## config.mk

```make
export PLATFORM = sky130hd
export DESIGN_NAME = bct_top
export DESIGN_NICKNAME = d
export VERILOG_FILES = /design/src/verilog/bct_pkg.sv /design/src/verilog/bct_sync.sv /design/src/verilog/bct_tick_gen.sv /design/src/verilog/bct_top.sv
export SDC_FILE = /design/constraint.sdc
export NUM_CORES = 1
export LEC_CHECK = 0
export BUFFER_PORTS_ARGS = -buffer_cell sky130_fd_sc_hd__buf_2
export CORE_UTILIZATION = 35
export DETAILED_ROUTE_END_ITERATION = 6
export SYNTH_ARGS = -nofsm -noshare
export SYNTH_HDL_FRONTEND = slang
export SYNTH_HIERARCHICAL = 1
export SYNTH_SLANG_ARGS = --single-unit
```

## constraint.sdc

```tcl
create_clock -name sys_clk_i -period 5.2 [get_ports sys_clk_i]
set_input_delay 0.78 -clock sys_clk_i [delete_from_list [all_inputs] [get_ports sys_clk_i]]
set_output_delay 0.78 -clock sys_clk_i [all_outputs]
set_load 0.1 [all_outputs]
```

## src/verilog/bct_pkg.sv

```systemverilog
/*
  Shared constants for the battery charge timer: counter and divider
  sizes, indicator taps, timing figures, register map and mode codes.
  Assumes a single 20 MHz system clock.
*/
package bct_pkg;
  localparam int CNT_W = 10;
  localparam int DIV_W = 17;
  localparam int AUX_W = 22;
  localparam int CHAIN_LEN = AUX_W + DIV_W + CNT_W;
  localparam int SEC_CHARGE = 22;
  localparam int SEC_DRAIN = 18;
  localparam int SEC_LEAK = 27;
  localparam logic [CNT_W-1:0] CNT_MAX = 10'h3FF;
  localparam logic [CNT_W-1:0] CNT_MIN = 10'h000;
  localparam logic [2:0] TRICKLE_FILL_PERIODS = 3'h4;
  localparam logic [2:0] TRICKLE_LEAK_PERIODS = 3'h3;
  localparam logic [2:0] TRICKLE_LAST = 3'(TRICKLE_FILL_PERIODS + TRICKLE_LEAK_PERIODS - 3'h1);
  localparam logic [3:0] LOWBAT_LAST_HALF = 4'h7;
  localparam int TAP_ALARM = 3;
  localparam int TAP_1HZ = 5;
  localparam int TAP_QUARTER = 7;
  localparam int SYS_CLK_MHZ = 20;
  localparam int LIVE_HOLD_NS = 20000;
  localparam int LIVE_HOLD_CYC = (LIVE_HOLD_NS * SYS_CLK_MHZ + 999) / 1000;
  localparam int LIVE_HOLD_W = $clog2(LIVE_HOLD_CYC + 1);
  localparam int PER_W = 16;
  localparam logic [PER_W-1:0] PER_FILL_RST = 16'h0010;
  localparam logic [PER_W-1:0] PER_DRAIN_RST = 16'h0008;
  localparam logic [PER_W-1:0] PER_LEAK_RST = 16'h0020;
  localparam int ADDR_W = 8;
  localparam logic [ADDR_W-1:0] ADDR_FILL = 8'h00;
  localparam logic [ADDR_W-1:0] ADDR_DRAIN = 8'h04;
  localparam logic [ADDR_W-1:0] ADDR_LEAK = 8'h08;
  localparam logic [ADDR_W-1:0] ADDR_STATUS = 8'h0C;
  localparam logic [1:0] RESP_OKAY = 2'h0;
  localparam logic [1:0] RESP_SLVERR = 2'h2;
  localparam int ST_MODE_LSB = 16;
  localparam int ST_FULL = 20;
  localparam int ST_EMPTY = 21;
  localparam int ST_LOWBAT = 22;
  localparam int ST_LIVE = 23;
  localparam int ST_SCAN = 24;
  typedef enum logic [2:0] {
    MODE_CHARGE = 3'h0,
    MODE_TRICKLE = 3'h1,
    MODE_CHG_DIS = 3'h3,
    MODE_DISCH = 3'h2,
    MODE_SELF = 3'h6
  } bct_mode_t;
endpackage

```

## src/verilog/bct_sync.sv

```systemverilog
/*
  Two-flop synchroniser for a group of independent pin levels.
  Assumes each bit is a slow level or a clock slower than half sys_clk_i.
*/
`timescale 1ns/1ps
`default_nettype none
module bct_sync #(
  parameter int WIDTH = 1
) (
  input wire logic sys_clk_i,
  input wire logic arst_n_i,
  input wire logic [WIDTH-1:0] async_i,
  output logic [WIDTH-1:0] sync_o
);
  logic [WIDTH-1:0] meta_reg;

  always_ff @(posedge sys_clk_i or negedge arst_n_i) begin
    if (!arst_n_i) begin
      meta_reg <= '0;
      sync_o <= '0;
    end else begin
      meta_reg <= async_i;
      sync_o <= meta_reg;
    end
  end
endmodule
`default_nettype wire

```

## src/verilog/bct_tick_gen.sv

```systemverilog
/*
  Programmable oscillator model: one-cycle tick every period_i cycles.
  Assumes period_i may change at any time; it takes effect at reload.
*/
`timescale 1ns/1ps
`default_nettype none
module bct_tick_gen
  import bct_pkg::*;
#(
  parameter int WIDTH = PER_W
) (
  input wire logic sys_clk_i,
  input wire logic arst_n_i,
  input wire logic run_i,
  input wire logic [WIDTH-1:0] period_i,
  output logic tick_o
);
  logic [WIDTH-1:0] left_reg;
  wire expired = (left_reg == '0);
  // Zero period behaves as one
  wire [WIDTH-1:0] reload = (period_i == '0) ? '0 : WIDTH'(period_i - 1'b1);

  assign tick_o = run_i && expired;

  always_ff @(posedge sys_clk_i or negedge arst_n_i) begin
    if (!arst_n_i) begin
      left_reg <= '0;
    end else if (!run_i || expired) begin
      left_reg <= reload;
    end else begin
      left_reg <= WIDTH'(left_reg - 1'b1);
    end
  end
endmodule
`default_nettype wire

```

## src/verilog/bct_top.sv

```systemverilog
/*
  Battery charge timer control: mode selection, up/down divider-counter,
  charge drive, status lamp, low-battery pulses, scan chain, AXI4-Lite
  register slave. Assumes outside pull resistors resolve open-drain pins
  and a floating indication_style pin reads high.
*/
// What this block does
// - Drain high, charger idle: self-discharge, count down on leak rate, hold at zero.
// - Style low: lamp steady on while charging, about 1 Hz blink in trickle.
// - Style high: lamp blinks about 0.25 Hz charging, steady on in trickle.
// - Discharge modes leave lamp open unless charger is live.
// - Drain rising after discharge stopped at zero: four one-second 50% low pulses.
// - Charger becoming live cuts the low pulses at once, pin released.
// - Style high, charge and discharge together: lamp alarm blinks about 4 Hz.
// - Style low: no alarm, lamp steady on during charge with discharge.
// - Test select high: oscillator bypassed, chain clocked from the test clock.
// - In test mode bits enter on chain_in and leave on the flag pin.
// - Looped chain with exactly 49 test clocks restores the state intact.
// - Charge mode drives positive enable high, counts up over 22 sections.
// - Discharge modes count down over 18 sections on drain rate, stop at zero.
// - Self-discharge counts down over 27 sections, the slowest rate.
// - Negative enable is always the inverse of the positive enable.
// - Charge counts up from zero on fill rate, stops at max, then trickles.
// - Trickle alternates four fill periods with three leak periods.
// - Reset clears the counter and starts in charge mode.
// - Charger live when high or toggling up to 100 kHz, idle when low.
`timescale 1ns/1ps
`default_nettype none
module bct_top
  import bct_pkg::*;
(
  input wire logic sys_clk_i,
  input wire logic arst_n_i,
  input wire logic charger_live_i,
  input wire logic drain_detect_n_i,
  input wire logic indication_style_i,
  input wire logic test_select_i,
  input wire logic test_clock_in_i,
  input wire logic chain_in_i,
  output logic charge_drive_pos_o,
  output logic charge_drive_neg_o,
  output logic status_lamp_n_o,
  output logic status_lamp_n_oe_o,
  output logic low_battery_flag_n_o,
  output logic low_battery_flag_n_oe_o,
  input wire logic [ADDR_W-1:0] s_axi_awaddr,
  input wire logic s_axi_awvalid,
  output logic s_axi_awready,
  input wire logic [31:0] s_axi_wdata,
  input wire logic [3:0] s_axi_wstrb,
  input wire logic s_axi_wvalid,
  output logic s_axi_wready,
  output logic [1:0] s_axi_bresp,
  output logic s_axi_bvalid,
  input wire logic s_axi_bready,
  input wire logic [ADDR_W-1:0] s_axi_araddr,
  input wire logic s_axi_arvalid,
  output logic s_axi_arready,
  output logic [31:0] s_axi_rdata,
  output logic [1:0] s_axi_rresp,
  output logic s_axi_rvalid,
  input wire logic s_axi_rready
);
  // True when the low n bits of v are all ones
  function automatic logic low_ones(input logic [AUX_W-1:0] v, input int n);
    logic [AUX_W-1:0] m;
    m = AUX_W'((32'h1 << n) - 32'h1);
    return (v & m) == m;
  endfunction

  function automatic logic [PER_W-1:0] strb_merge(input logic [PER_W-1:0] old,
                                                   input logic [31:0] d,
                                                   input logic [3:0] s);
    logic [PER_W-1:0] r;
    r = old;
    if (s[0]) r[7:0] = d[7:0];
    if (s[1]) r[15:8] = d[15:8];
    return r;
  endfunction

  // Pin synchronisers
  logic [5:0] pin_s;
  bct_sync #(.WIDTH(6)) u_sync (
    .sys_clk_i(sys_clk_i),
    .arst_n_i(arst_n_i),
    .async_i({charger_live_i, drain_detect_n_i, indication_style_i,
              test_select_i, test_clock_in_i, chain_in_i}),
    .sync_o(pin_s)
  );
  wire live_s = pin_s[5];
  wire drain_n_s = pin_s[4];
  wire style_s = pin_s[3];
  wire scan_s = pin_s[2];
  wire tclk_s = pin_s[1];
  wire chain_in_s = pin_s[0];

  logic tclk_d_reg;
  logic [1:0] settle_reg;
  logic drain_d_reg;
  logic [LIVE_HOLD_W-1:0] live_hold_reg;
  logic [LIVE_HOLD_W-1:0] live_hold_next;
  bct_mode_t mode_reg;
  bct_mode_t mode_next;
  logic [CNT_W-1:0] cnt_reg;
  logic [CNT_W-1:0] cnt_next;
  logic [DIV_W-1:0] div_reg;
  logic [DIV_W-1:0] div_next;
  logic [AUX_W-1:0] aux_reg;
  logic [AUX_W-1:0] aux_next;
  logic [2:0] trk_reg;
  logic [2:0] trk_next;
  logic empty_reg;
  logic lb_active_reg;
  logic [3:0] lb_half_reg;
  logic [PER_W-1:0] per_fill_reg;
  logic [PER_W-1:0] per_drain_reg;
  logic [PER_W-1:0] per_leak_reg;

  // Charger presence stretched across gaps of a pulsed supply
  assign live_hold_next = live_s ? LIVE_HOLD_W'(LIVE_HOLD_CYC) :
                          (live_hold_reg != '0) ? LIVE_HOLD_W'(live_hold_reg - 1'b1) : '0;
  wire live = (live_hold_reg != '0);
  wire full = (cnt_reg == CNT_MAX);
  wire at_min = (cnt_reg == CNT_MIN);
  wire trk_fill = (trk_reg < TRICKLE_FILL_PERIODS);
  // Mode held in charge until the pin synchronisers have filled
  wire settled = &settle_reg;

  always_comb begin
    if (live && drain_n_s) begin
      mode_next = full ? MODE_TRICKLE : MODE_CHARGE;
    end else if (live) begin
      mode_next = MODE_CHG_DIS;
    end else if (!drain_n_s) begin
      mode_next = MODE_DISCH;
    end else begin
      mode_next = MODE_SELF;
    end
  end

  // Oscillator rate chosen by mode; a tick loads the period of the phase that follows
  logic osc_tick;
  wire [2:0] trk_ahead = (mode_reg == MODE_TRICKLE && osc_tick) ? trk_next : trk_reg;
  wire use_fill = (mode_reg == MODE_CHARGE) ||
                  (mode_reg == MODE_TRICKLE && trk_ahead < TRICKLE_FILL_PERIODS);
  wire use_drain = (mode_reg == MODE_CHG_DIS) || (mode_reg == MODE_DISCH);
  wire [PER_W-1:0] osc_period = use_fill ? per_fill_reg :
                                use_drain ? per_drain_reg : per_leak_reg;
  bct_tick_gen #(.WIDTH(PER_W)) u_osc (
    .sys_clk_i(sys_clk_i),
    .arst_n_i(arst_n_i),
    .run_i(!scan_s),
    .period_i(osc_period),
    .tick_o(osc_tick)
  );
  wire scan_shift = scan_s && tclk_s && !tclk_d_reg;

  // Divider sections below the counter for each mode
  wire step_up = low_ones(AUX_W'(div_reg), SEC_CHARGE - CNT_W);
  wire step_drain = low_ones(AUX_W'(div_reg), SEC_DRAIN - CNT_W);
  wire step_leak = low_ones(AUX_W'(div_reg), SEC_LEAK - CNT_W);
  wire step_down = (mode_reg == MODE_SELF) ? step_leak : step_drain;
  wire counting = (mode_reg == MODE_CHARGE) ? !full :
                  (mode_reg == MODE_TRICKLE) ? 1'b0 : !at_min;

  wire [CHAIN_LEN-1:0] chain = {aux_reg, div_reg, cnt_reg};
  wire [CHAIN_LEN-1:0] chain_shifted = {chain[CHAIN_LEN-2:0], chain_in_s};

  always_comb begin
    cnt_next = cnt_reg;
    div_next = div_reg;
    aux_next = aux_reg;
    trk_next = trk_reg;
    if (scan_shift) begin
      {aux_next, div_next, cnt_next} = chain_shifted;
    end else if (osc_tick) begin
      aux_next = AUX_W'(aux_reg + 1'b1);
      if (counting) begin
        div_next = DIV_W'(div_reg + 1'b1);
        if (mode_reg == MODE_CHARGE && step_up) begin
          cnt_next = CNT_W'(cnt_reg + 1'b1);
        end else if (mode_reg != MODE_CHARGE && step_down) begin
          cnt_next = CNT_W'(cnt_reg - 1'b1);
        end
      end
      if (mode_reg == MODE_TRICKLE) begin
        trk_next = (trk_reg == TRICKLE_LAST) ? 3'h0 : 3'(trk_reg + 1'b1);
      end
    end
  end

  // Low-battery pulse train paced by a one-second tap
  wire lb_roll = osc_tick && !scan_s && low_ones(aux_reg, TAP_1HZ);
  wire drain_rise = drain_n_s && !drain_d_reg;
  wire lb_start = empty_reg && drain_rise && !live;

  always_ff @(posedge sys_clk_i or negedge arst_n_i) begin
    if (!arst_n_i) begin
      tclk_d_reg <= 1'b0;
      settle_reg <= '0;
      drain_d_reg <= 1'b0;
      live_hold_reg <= '0;
      mode_reg <= MODE_CHARGE;
      cnt_reg <= CNT_MIN;
      div_reg <= '0;
      aux_reg <= '0;
      trk_reg <= 3'h0;
    end else begin
      tclk_d_reg <= tclk_s;
      drain_d_reg <= drain_n_s;
      live_hold_reg <= live_hold_next;
      settle_reg <= settled ? settle_reg : 2'(settle_reg + 1'b1);
      mode_reg <= settled ? mode_next : mode_reg;
      cnt_reg <= cnt_next;
      div_reg <= div_next;
      aux_reg <= aux_next;
      trk_reg <= (mode_reg == MODE_TRICKLE) ? trk_next : 3'h0;
    end
  end

  always_ff @(posedge sys_clk_i or negedge arst_n_i) begin
    if (!arst_n_i) begin
      empty_reg <= 1'b0;
      lb_active_reg <= 1'b0;
      lb_half_reg <= 4'h0;
    end else begin
      if (mode_reg == MODE_DISCH && at_min) begin
        empty_reg <= 1'b1;
      end else if (lb_start || live) begin
        empty_reg <= 1'b0;
      end
      if (live) begin
        lb_active_reg <= 1'b0;
      end else if (lb_start) begin
        lb_active_reg <= 1'b1;
        lb_half_reg <= 4'h0;
      end else if (lb_active_reg && lb_roll) begin
        lb_active_reg <= (lb_half_reg != LOWBAT_LAST_HALF);
        lb_half_reg <= 4'(lb_half_reg + 1'b1);
      end
    end
  end

  // Pins
  assign charge_drive_pos_o = (mode_reg == MODE_CHARGE) || (mode_reg == MODE_CHG_DIS) ||
                              (mode_reg == MODE_TRICKLE && trk_fill);
  assign charge_drive_neg_o = !charge_drive_pos_o;

  logic lamp_on;
  always_comb begin
    case (mode_reg)
      MODE_CHARGE: lamp_on = style_s ? aux_reg[TAP_QUARTER] : 1'b1;
      MODE_TRICKLE: lamp_on = style_s ? 1'b1 : aux_reg[TAP_1HZ];
      MODE_CHG_DIS: lamp_on = style_s ? aux_reg[TAP_ALARM] : 1'b1;
      default: lamp_on = 1'b0;
    endcase
  end
  assign status_lamp_n_o = 1'b0;
  assign status_lamp_n_oe_o = lamp_on;

  wire lb_low = lb_active_reg && !lb_half_reg[0];
  assign low_battery_flag_n_o = scan_s ? aux_reg[AUX_W-1] : 1'b0;
  assign low_battery_flag_n_oe_o = scan_s || lb_low;

  // AXI4-Lite slave
  logic aw_held_reg;
  logic w_held_reg;
  logic [ADDR_W-1:0] aw_addr_reg;
  logic [31:0] w_data_reg;
  logic [3:0] w_strb_reg;
  assign s_axi_awready = !aw_held_reg && !s_axi_bvalid;
  assign s_axi_wready = !w_held_reg && !s_axi_bvalid;
  assign s_axi_arready = !s_axi_rvalid;
  wire wr_go = aw_held_reg && w_held_reg && !s_axi_bvalid;
  wire wr_fill = wr_go && (aw_addr_reg == ADDR_FILL);
  wire wr_drain = wr_go && (aw_addr_reg == ADDR_DRAIN);
  wire wr_leak = wr_go && (aw_addr_reg == ADDR_LEAK);
  wire wr_ok = wr_fill || wr_drain || wr_leak;
  wire rd_go = s_axi_arvalid && s_axi_arready;

  logic [31:0] status_word;
  always_comb begin
    status_word = '0;
    status_word[CNT_W-1:0] = cnt_reg;
    status_word[ST_MODE_LSB +: 3] = mode_reg;
    status_word[ST_FULL] = full;
    status_word[ST_EMPTY] = empty_reg;
    status_word[ST_LOWBAT] = lb_active_reg;
    status_word[ST_LIVE] = live;
    status_word[ST_SCAN] = scan_s;
  end
  wire rd_hit = (s_axi_araddr == ADDR_FILL) || (s_axi_araddr == ADDR_DRAIN) ||
                (s_axi_araddr == ADDR_LEAK) || (s_axi_araddr == ADDR_STATUS);
  wire [31:0] rd_word = (s_axi_araddr == ADDR_FILL) ? 32'(per_fill_reg) :
                        (s_axi_araddr == ADDR_DRAIN) ? 32'(per_drain_reg) :
                        (s_axi_araddr == ADDR_LEAK) ? 32'(per_leak_reg) :
                        (s_axi_araddr == ADDR_STATUS) ? status_word : 32'h0000_0000;

  always_ff @(posedge sys_clk_i or negedge arst_n_i) begin
    if (!arst_n_i) begin
      aw_held_reg <= 1'b0;
      w_held_reg <= 1'b0;
      aw_addr_reg <= '0;
      w_data_reg <= '0;
      w_strb_reg <= 4'h0;
      s_axi_bvalid <= 1'b0;
      s_axi_bresp <= RESP_OKAY;
    end else begin
      if (s_axi_awvalid && s_axi_awready) begin
        aw_held_reg <= 1'b1;
        aw_addr_reg <= s_axi_awaddr;
      end
      if (s_axi_wvalid && s_axi_wready) begin
        w_held_reg <= 1'b1;
        w_data_reg <= s_axi_wdata;
        w_strb_reg <= s_axi_wstrb;
      end
      if (wr_go) begin
        aw_held_reg <= 1'b0;
        w_held_reg <= 1'b0;
        s_axi_bvalid <= 1'b1;
        s_axi_bresp <= wr_ok ? RESP_OKAY : RESP_SLVERR;
      end else if (s_axi_bvalid && s_axi_bready) begin
        s_axi_bvalid <= 1'b0;
      end
    end
  end

  always_ff @(posedge sys_clk_i or negedge arst_n_i) begin
    if (!arst_n_i) begin
      per_fill_reg <= PER_FILL_RST;
      per_drain_reg <= PER_DRAIN_RST;
      per_leak_reg <= PER_LEAK_RST;
    end else begin
      if (wr_fill) per_fill_reg <= strb_merge(per_fill_reg, w_data_reg, w_strb_reg);
      if (wr_drain) per_drain_reg <= strb_merge(per_drain_reg, w_data_reg, w_strb_reg);
      if (wr_leak) per_leak_reg <= strb_merge(per_leak_reg, w_data_reg, w_strb_reg);
    end
  end

  always_ff @(posedge sys_clk_i or negedge arst_n_i) begin
    if (!arst_n_i) begin
      s_axi_rvalid <= 1'b0;
      s_axi_rdata <= '0;
      s_axi_rresp <= RESP_OKAY;
    end else if (rd_go) begin
      s_axi_rvalid <= 1'b1;
      s_axi_rdata <= rd_word;
      s_axi_rresp <= rd_hit ? RESP_OKAY : RESP_SLVERR;
    end else if (s_axi_rready) begin
      s_axi_rvalid <= 1'b0;
    end
  end
endmodule
`default_nettype wire
```

### Yosys cells after proc, flatten, opt, wreduce, memory -nomap -nowiden

Cells that the tools add are included.

| storage, ports and cells | value |
|---|---|
| flip-flop bits (word level) | 216 |
| input bits | 65 |
| output and inout port bits | 47 |

| cells by class | value |
|---|---|
| add/subtract/negate cells | 10 |
| magnitude comparators | 2 |
| equal/unequal tests | 16 |
| mux-type cells | 55 |
| bitwise operators | 1 |
| reduce and logical (&&, ||, !) cells | 80 |

Operators by type and width:

| cell | count |
|---|---|
| $mux 25 | 4 |
| $mux 16 | 4 |
| $mux 17 | 3 |
| $mux 10 | 5 |
| $mux 22 | 2 |
| $logic_not 16->1 | 2 |
| $sub 16x1->16 const B | 2 |
| $logic_and 1x1->1 | 28 |
| $mux 3 | 9 |
| $eq 8x4->1 const B | 3 |
| $add 22x1->22 const B | 1 |
| $mux 1 | 21 |
| $mux 9 | 2 |
| $reduce_and 2->1 | 9 |
| $add 17x1->17 const B | 1 |
| $eq 17x17->1 const B | 1 |
| $eq 8x3->1 const B | 2 |
| $logic_not 8->1 | 2 |
| $reduce_bool 2->1 | 8 |
| $eq 12x12->1 const B | 1 |
| $logic_not 1->1 | 12 |
| $logic_or 1x1->1 | 12 |
| $add 10x1->10 const B | 1 |
| $eq 10x10->1 const B | 1 |
| other kinds (21) | 28 |

### Longest topological paths before layout

| logic depth | value |
|---|---|
| depth in word-level cells | 13 |
| depth in mapped cells | 18 |
| depth with buffers taken out | 16 |

### Modules after synthesis

The synthesis kept the hierarchy.

Modules (own cells, without submodules):

| module | times used | cells an instance | area an instance (sq um) |
|---|---|---|---|
| bct_top | 1 | 830 | 9046.2 |
| bct_tick_gen | 1 | 121 | 1148.6 |
| bct_sync | 1 | 12 | 300.3 |

### Least setup slack after synthesis

Ideal clock, no wire load.

| timing | value |
|---|---|
| path kind | reg2reg |
| start point | reg u_osc.left_reg[8] |
| end point | reg u_osc.left_reg[10] |
| arrival time | 4.181 ns |
| data required time | 5.071 ns |
| slack | 0.890 ns |
| cell stages (with the launch flop) | 18 |
| path buffers | 2 |
| cells stage by stage | dfrtp_1 > nor4_2 > nand3_2 > nor4_1 > nand3_1 > mux2_2 > a211o_1 > clkbuf_1 > nor2_1 > a21oi_1 > inv_1 > ha_1 > nor3b_1 > nand2_1 > nor3_1 > a21bo_2 > buf_6 > o22ai_2 |

| between the ends | value |
|---|---|
| longest elaborated chain between the ends | 12 |
| elaborated cells on any way between the ends | 16 |
| those cells by class | add/sub (2); order compare (1); mux (6); reduce/logical (7) |

Ends and longest elaborated chain:

| item | RTL line | source |
|---|---|---|
| from (decl) | bct_tick_gen.sv:18 | `logic [WIDTH-1:0] left_reg;` |
| from (signal assigned) | bct_tick_gen.sv:29 | `left_reg <= reload;` |
| from (signal assigned) | bct_tick_gen.sv:31 | `left_reg <= WIDTH'(left_reg - 1'b1);` |
| $logic_not 16->1 * | bct_tick_gen.sv:19 | `wire expired = (left_reg == '0);` |
| $logic_and 1x1->1 * | bct_tick_gen.sv:23 | `assign tick_o = run_i && expired;` |
| net osc_tick | bct_top.sv:142 | `logic osc_tick;` |
| $mux 3 | bct_top.sv:176 | `end else if (osc_tick) begin` |
| $mux 3 | bct_top.sv:174 | `if (scan_shift) begin` |
| $mux 3 * | bct_top.sv:143 | `wire [2:0] trk_ahead = (mode_reg == MODE_TRICKLE && osc_tick) ? trk_next : trk_reg;` |
| $lt 3x3->1 * | bct_top.sv:145 | `(mode_reg == MODE_TRICKLE && trk_ahead < TRICKLE_FILL_PERIODS);` |
| $logic_and 1x1->1 * | bct_top.sv:145 |  |
| $logic_or 1x1->1 * | bct_top.sv:144 | `wire use_fill = (mode_reg == MODE_CHARGE) \|\|` |
| $mux 16 * | bct_top.sv:147 | `wire [PER_W-1:0] osc_period = use_fill ? per_fill_reg :` |
| net osc_period[1] | bct_top.sv:147 |  |
| $sub 16x1->16 or $logic_not 16->1 (tied branches) | bct_tick_gen.sv:21 | `wire [WIDTH-1:0] reload = (period_i == '0) ? '0 : WIDTH'(period_i - 1'b1);` |
| $mux 16 * | bct_tick_gen.sv:21 |  |
| $mux 16 * | bct_tick_gen.sv:28 | `end else if (!run_i \|\| expired) begin` |

Mark *: on every way through the listed nets, which the timed path passes. The rest lies on a longest branch.
A chain may end at the register's enable or synchronous reset.

### Worst setup path after layout

| timing | value |
|---|---|
| start point | reg u_osc.left_reg[8] |
| end point | reg u_osc.left_reg[6] |

Same word-level chain as after synthesis.

==> summary.txt <==
Outcome: finished, final reports clean
Final WL: 23100 um
Max clock buf depth: 3
CTS tree: done
Largest register FFs: 24
Total power: 0.00497 W
Min cycle time layout: 4.49 ns
Worst reg2reg endpoint: u_osc/left_reg[6]
Placer Congestion: 0.798
Ys async rst share: 100%
Vias in the first global route: 7327
Clk sinks: 206
Min Hold Slack: 0.297 ns
Worst EP required: 5.55 ns
Post-DP HPWL: 15600 um
Max-capacitance violation count: 0
Sequential area share after synthesis: 49.2%
CTS Buf Count: 24
Synth Flop Type: dfrtp_1
Post-synth EDFFs: 0
Synth top cells by count: dfrtp_1 (203), nand2_1 (82), mux2_2 (77), nor2_1 (69), a21oi_1 (66)
Die Width: 175 um
First-pass GRT wire length: 39100 um
Hold buffers post-CTS: 0
Synth warn: 6
Top-count cell post-synth: dfrtp_1
Initial Util: 35.5%
Cts repair resizes: 0
Mapped Area: 0.0105 mm2
R2R depth: 15
Finish-stage setup viols: 0
DR pass1 iterations: 4
CP Class: reg2reg
Cell accounting for the most synthesized area: dfrtp_1
Drc violations: 0
Clock Pin Slew Worst Setup and Hold Paths: 0.06 ns
Setup TNS: 0 ns
Cells after Synth: 963
Skew final: 0.00939 ns
CTS root buf: clkbuf_16
Placed insts: 1407
CORE AREA: 0.0296 mm2
Tot GR Track Use: 15.5%
R2r startpoint: u_osc/left_reg[8]
Clock Latency Late Sink: 0.52 ns
Leakage Power: 5.28 nW
Post-synth top area share: 48.4%
Cell variety after synth: 72
P per Cell Area: 411 mW/mm2
Worst slew pin tran: 0.921 ns
Number of buffers added on ports: 82
Ant. Diodes: 0
Max Freq: 0.223 GHz
Final setup margin: 0.706 ns
CP Launch Type: register
Syn_area_per_cell: 10.9 um2
Dpl ws: 0.734 ns
Tightest Hold Check Type: in2async
Die ar.: 0.0307 mm2
Die height: 175 um
# fillers: 2885
Total grt overflow: 0
Via count: 7540
Setup bufs post-CTS: 0
Rows: 63
Critical Path End Type: register
Tcrit/Tclk final: 86.4%
Vias per cell: 5.20
Antenna violations before repair: 0
RSZ-0062 raised after global routing: no
Reg2reg setup slack: 0.71 ns
H-tree depth: 1
Layout Cells excl Fill: 1450
P&R area growth vs syn: 15.4%
Share of cells above drive strength 1: 24.4%
Slew Viols, Final: 0
Slew margin rel.: 38.1%
Final hold viol count: 0
Max VDD drop: 0.263 mV
Final ANT Viol Nets: 0
DR iter-0 viols: 596
Top post-synthesis cells by area: dfrtp_1 (48%), mux2_2 (8.3%), mux2i_1 (3.7%)
Number of synthesized register bits: 206
Critical Path AT: 4.84 ns
Routed len/inst: 15.9 um
CP max FO: 21
Final net count: 1127
I/O pin cnt: 112
Pin count of the biggest net entering global routing: 121
[layer usage]
metal | part of all wire [%] | track usage [%]
met5 | 0 | 0
met4 | 2.1 | 3.84
met3 | 4.1 | 2.31
met2 | 45 | 24.1
met1 | 49 | 22.5
[layout make-up]
| cell class | count | area (um2) | share of cell area, % |
|---|---|---|---|
| Sequential cell | 206 | 5160 | 42.6 |
| Multi-Input combinational cell | 694 | 5030 | 41.5 |
| Clock inverter | 8 | 105 | 0.868 |
| Clock buffer | 35 | 733 | 6.05 |
| Inverter | 26 | 97.6 | 0.806 |
| Tap cell | 390 | 488 | 4.03 |
| Timing Repair Buffer | 91 | 499 | 4.12 |
[stage by stage]
stage	utilization [%]	cell area, um2
after floorplan	-	10500
after global placement	38.1	11300
after detailed placement	38.1	11300
after CTS	41.0	12100
after global routing	41.0	12100
final	41.0	12100
[cell families (layout without fill, tap and decap cells)]
family                     after synthesis  after routing  synth area share (%)
adders and majority gates               19             19                  2.34
other                                    1             11                0.0357
DFF                                    206            206                  49.2
xor gates and xnor gates                43             43                  3.59
AOI/OAI and AO/OA                      211            211                  13.6
muxes                                  126            126                  14.1
and+or+nand+nor                        284            284                  13.8
buffers and inverters                   73            160                  3.37
[placed cells by master (no fill, tap or decap), types with 27 or more instances in the layout]
master / n
nor2_1: 68
nand2_1: 82
mux2i_1: 39
mux2_2: 77
nand3_1: 27
o21ai_0: 50
buf_2: 81
a21oi_1: 66
dfrtp_1: 203
xnor2_1: 32
nor3_1: 29
[how the worst max path moves through the flow]
stage | start | end | slack, ns | depth (start not counted)
after floorplan | u_osc/left_reg[8] | u_osc/left_reg[10] | 0.89 | 17
after global placement | u_osc/left_reg[2] | u_osc/left_reg[3] | 0.80 | 15
after detailed placement | u_osc/left_reg[8] | u_osc/left_reg[2] | 0.73 | 15
after CTS | u_osc/left_reg[8] | u_osc/left_reg[3] | 0.71 | 15
after global routing | u_osc/left_reg[8] | u_osc/left_reg[3] | 0.32 | 15
final | u_osc/left_reg[8] | u_osc/left_reg[6] | 0.71 | 15
[report_power, final]
part	internal [W]	leakage [nW]	switching [W]
clock network	0.00108	0.408	0.000671
registers	0.00187	2.66	0.000290
logic	0.000449	2.21	0.000615
total	0.00340	5.28	0.00158
[worst max-delay path, cell delays in order (launching register included)]
cell,delay (ns)
dfrtp_1,0.41
nor4_2,0.43
nand3_2,0.22
nor4_2,0.31
nand3_1,0.14
mux2_2,0.25
a211o_1,0.37
buf_4,0.33
a21oi_1,0.12
inv_1,0.07
ha_1,0.17
nor3b_1,0.41
nand2_1,0.23
nor3_1,0.32
a21bo_2,0.40
o22ai_1,0.14
Note: power is estimated with default switching activity, not from simulation.
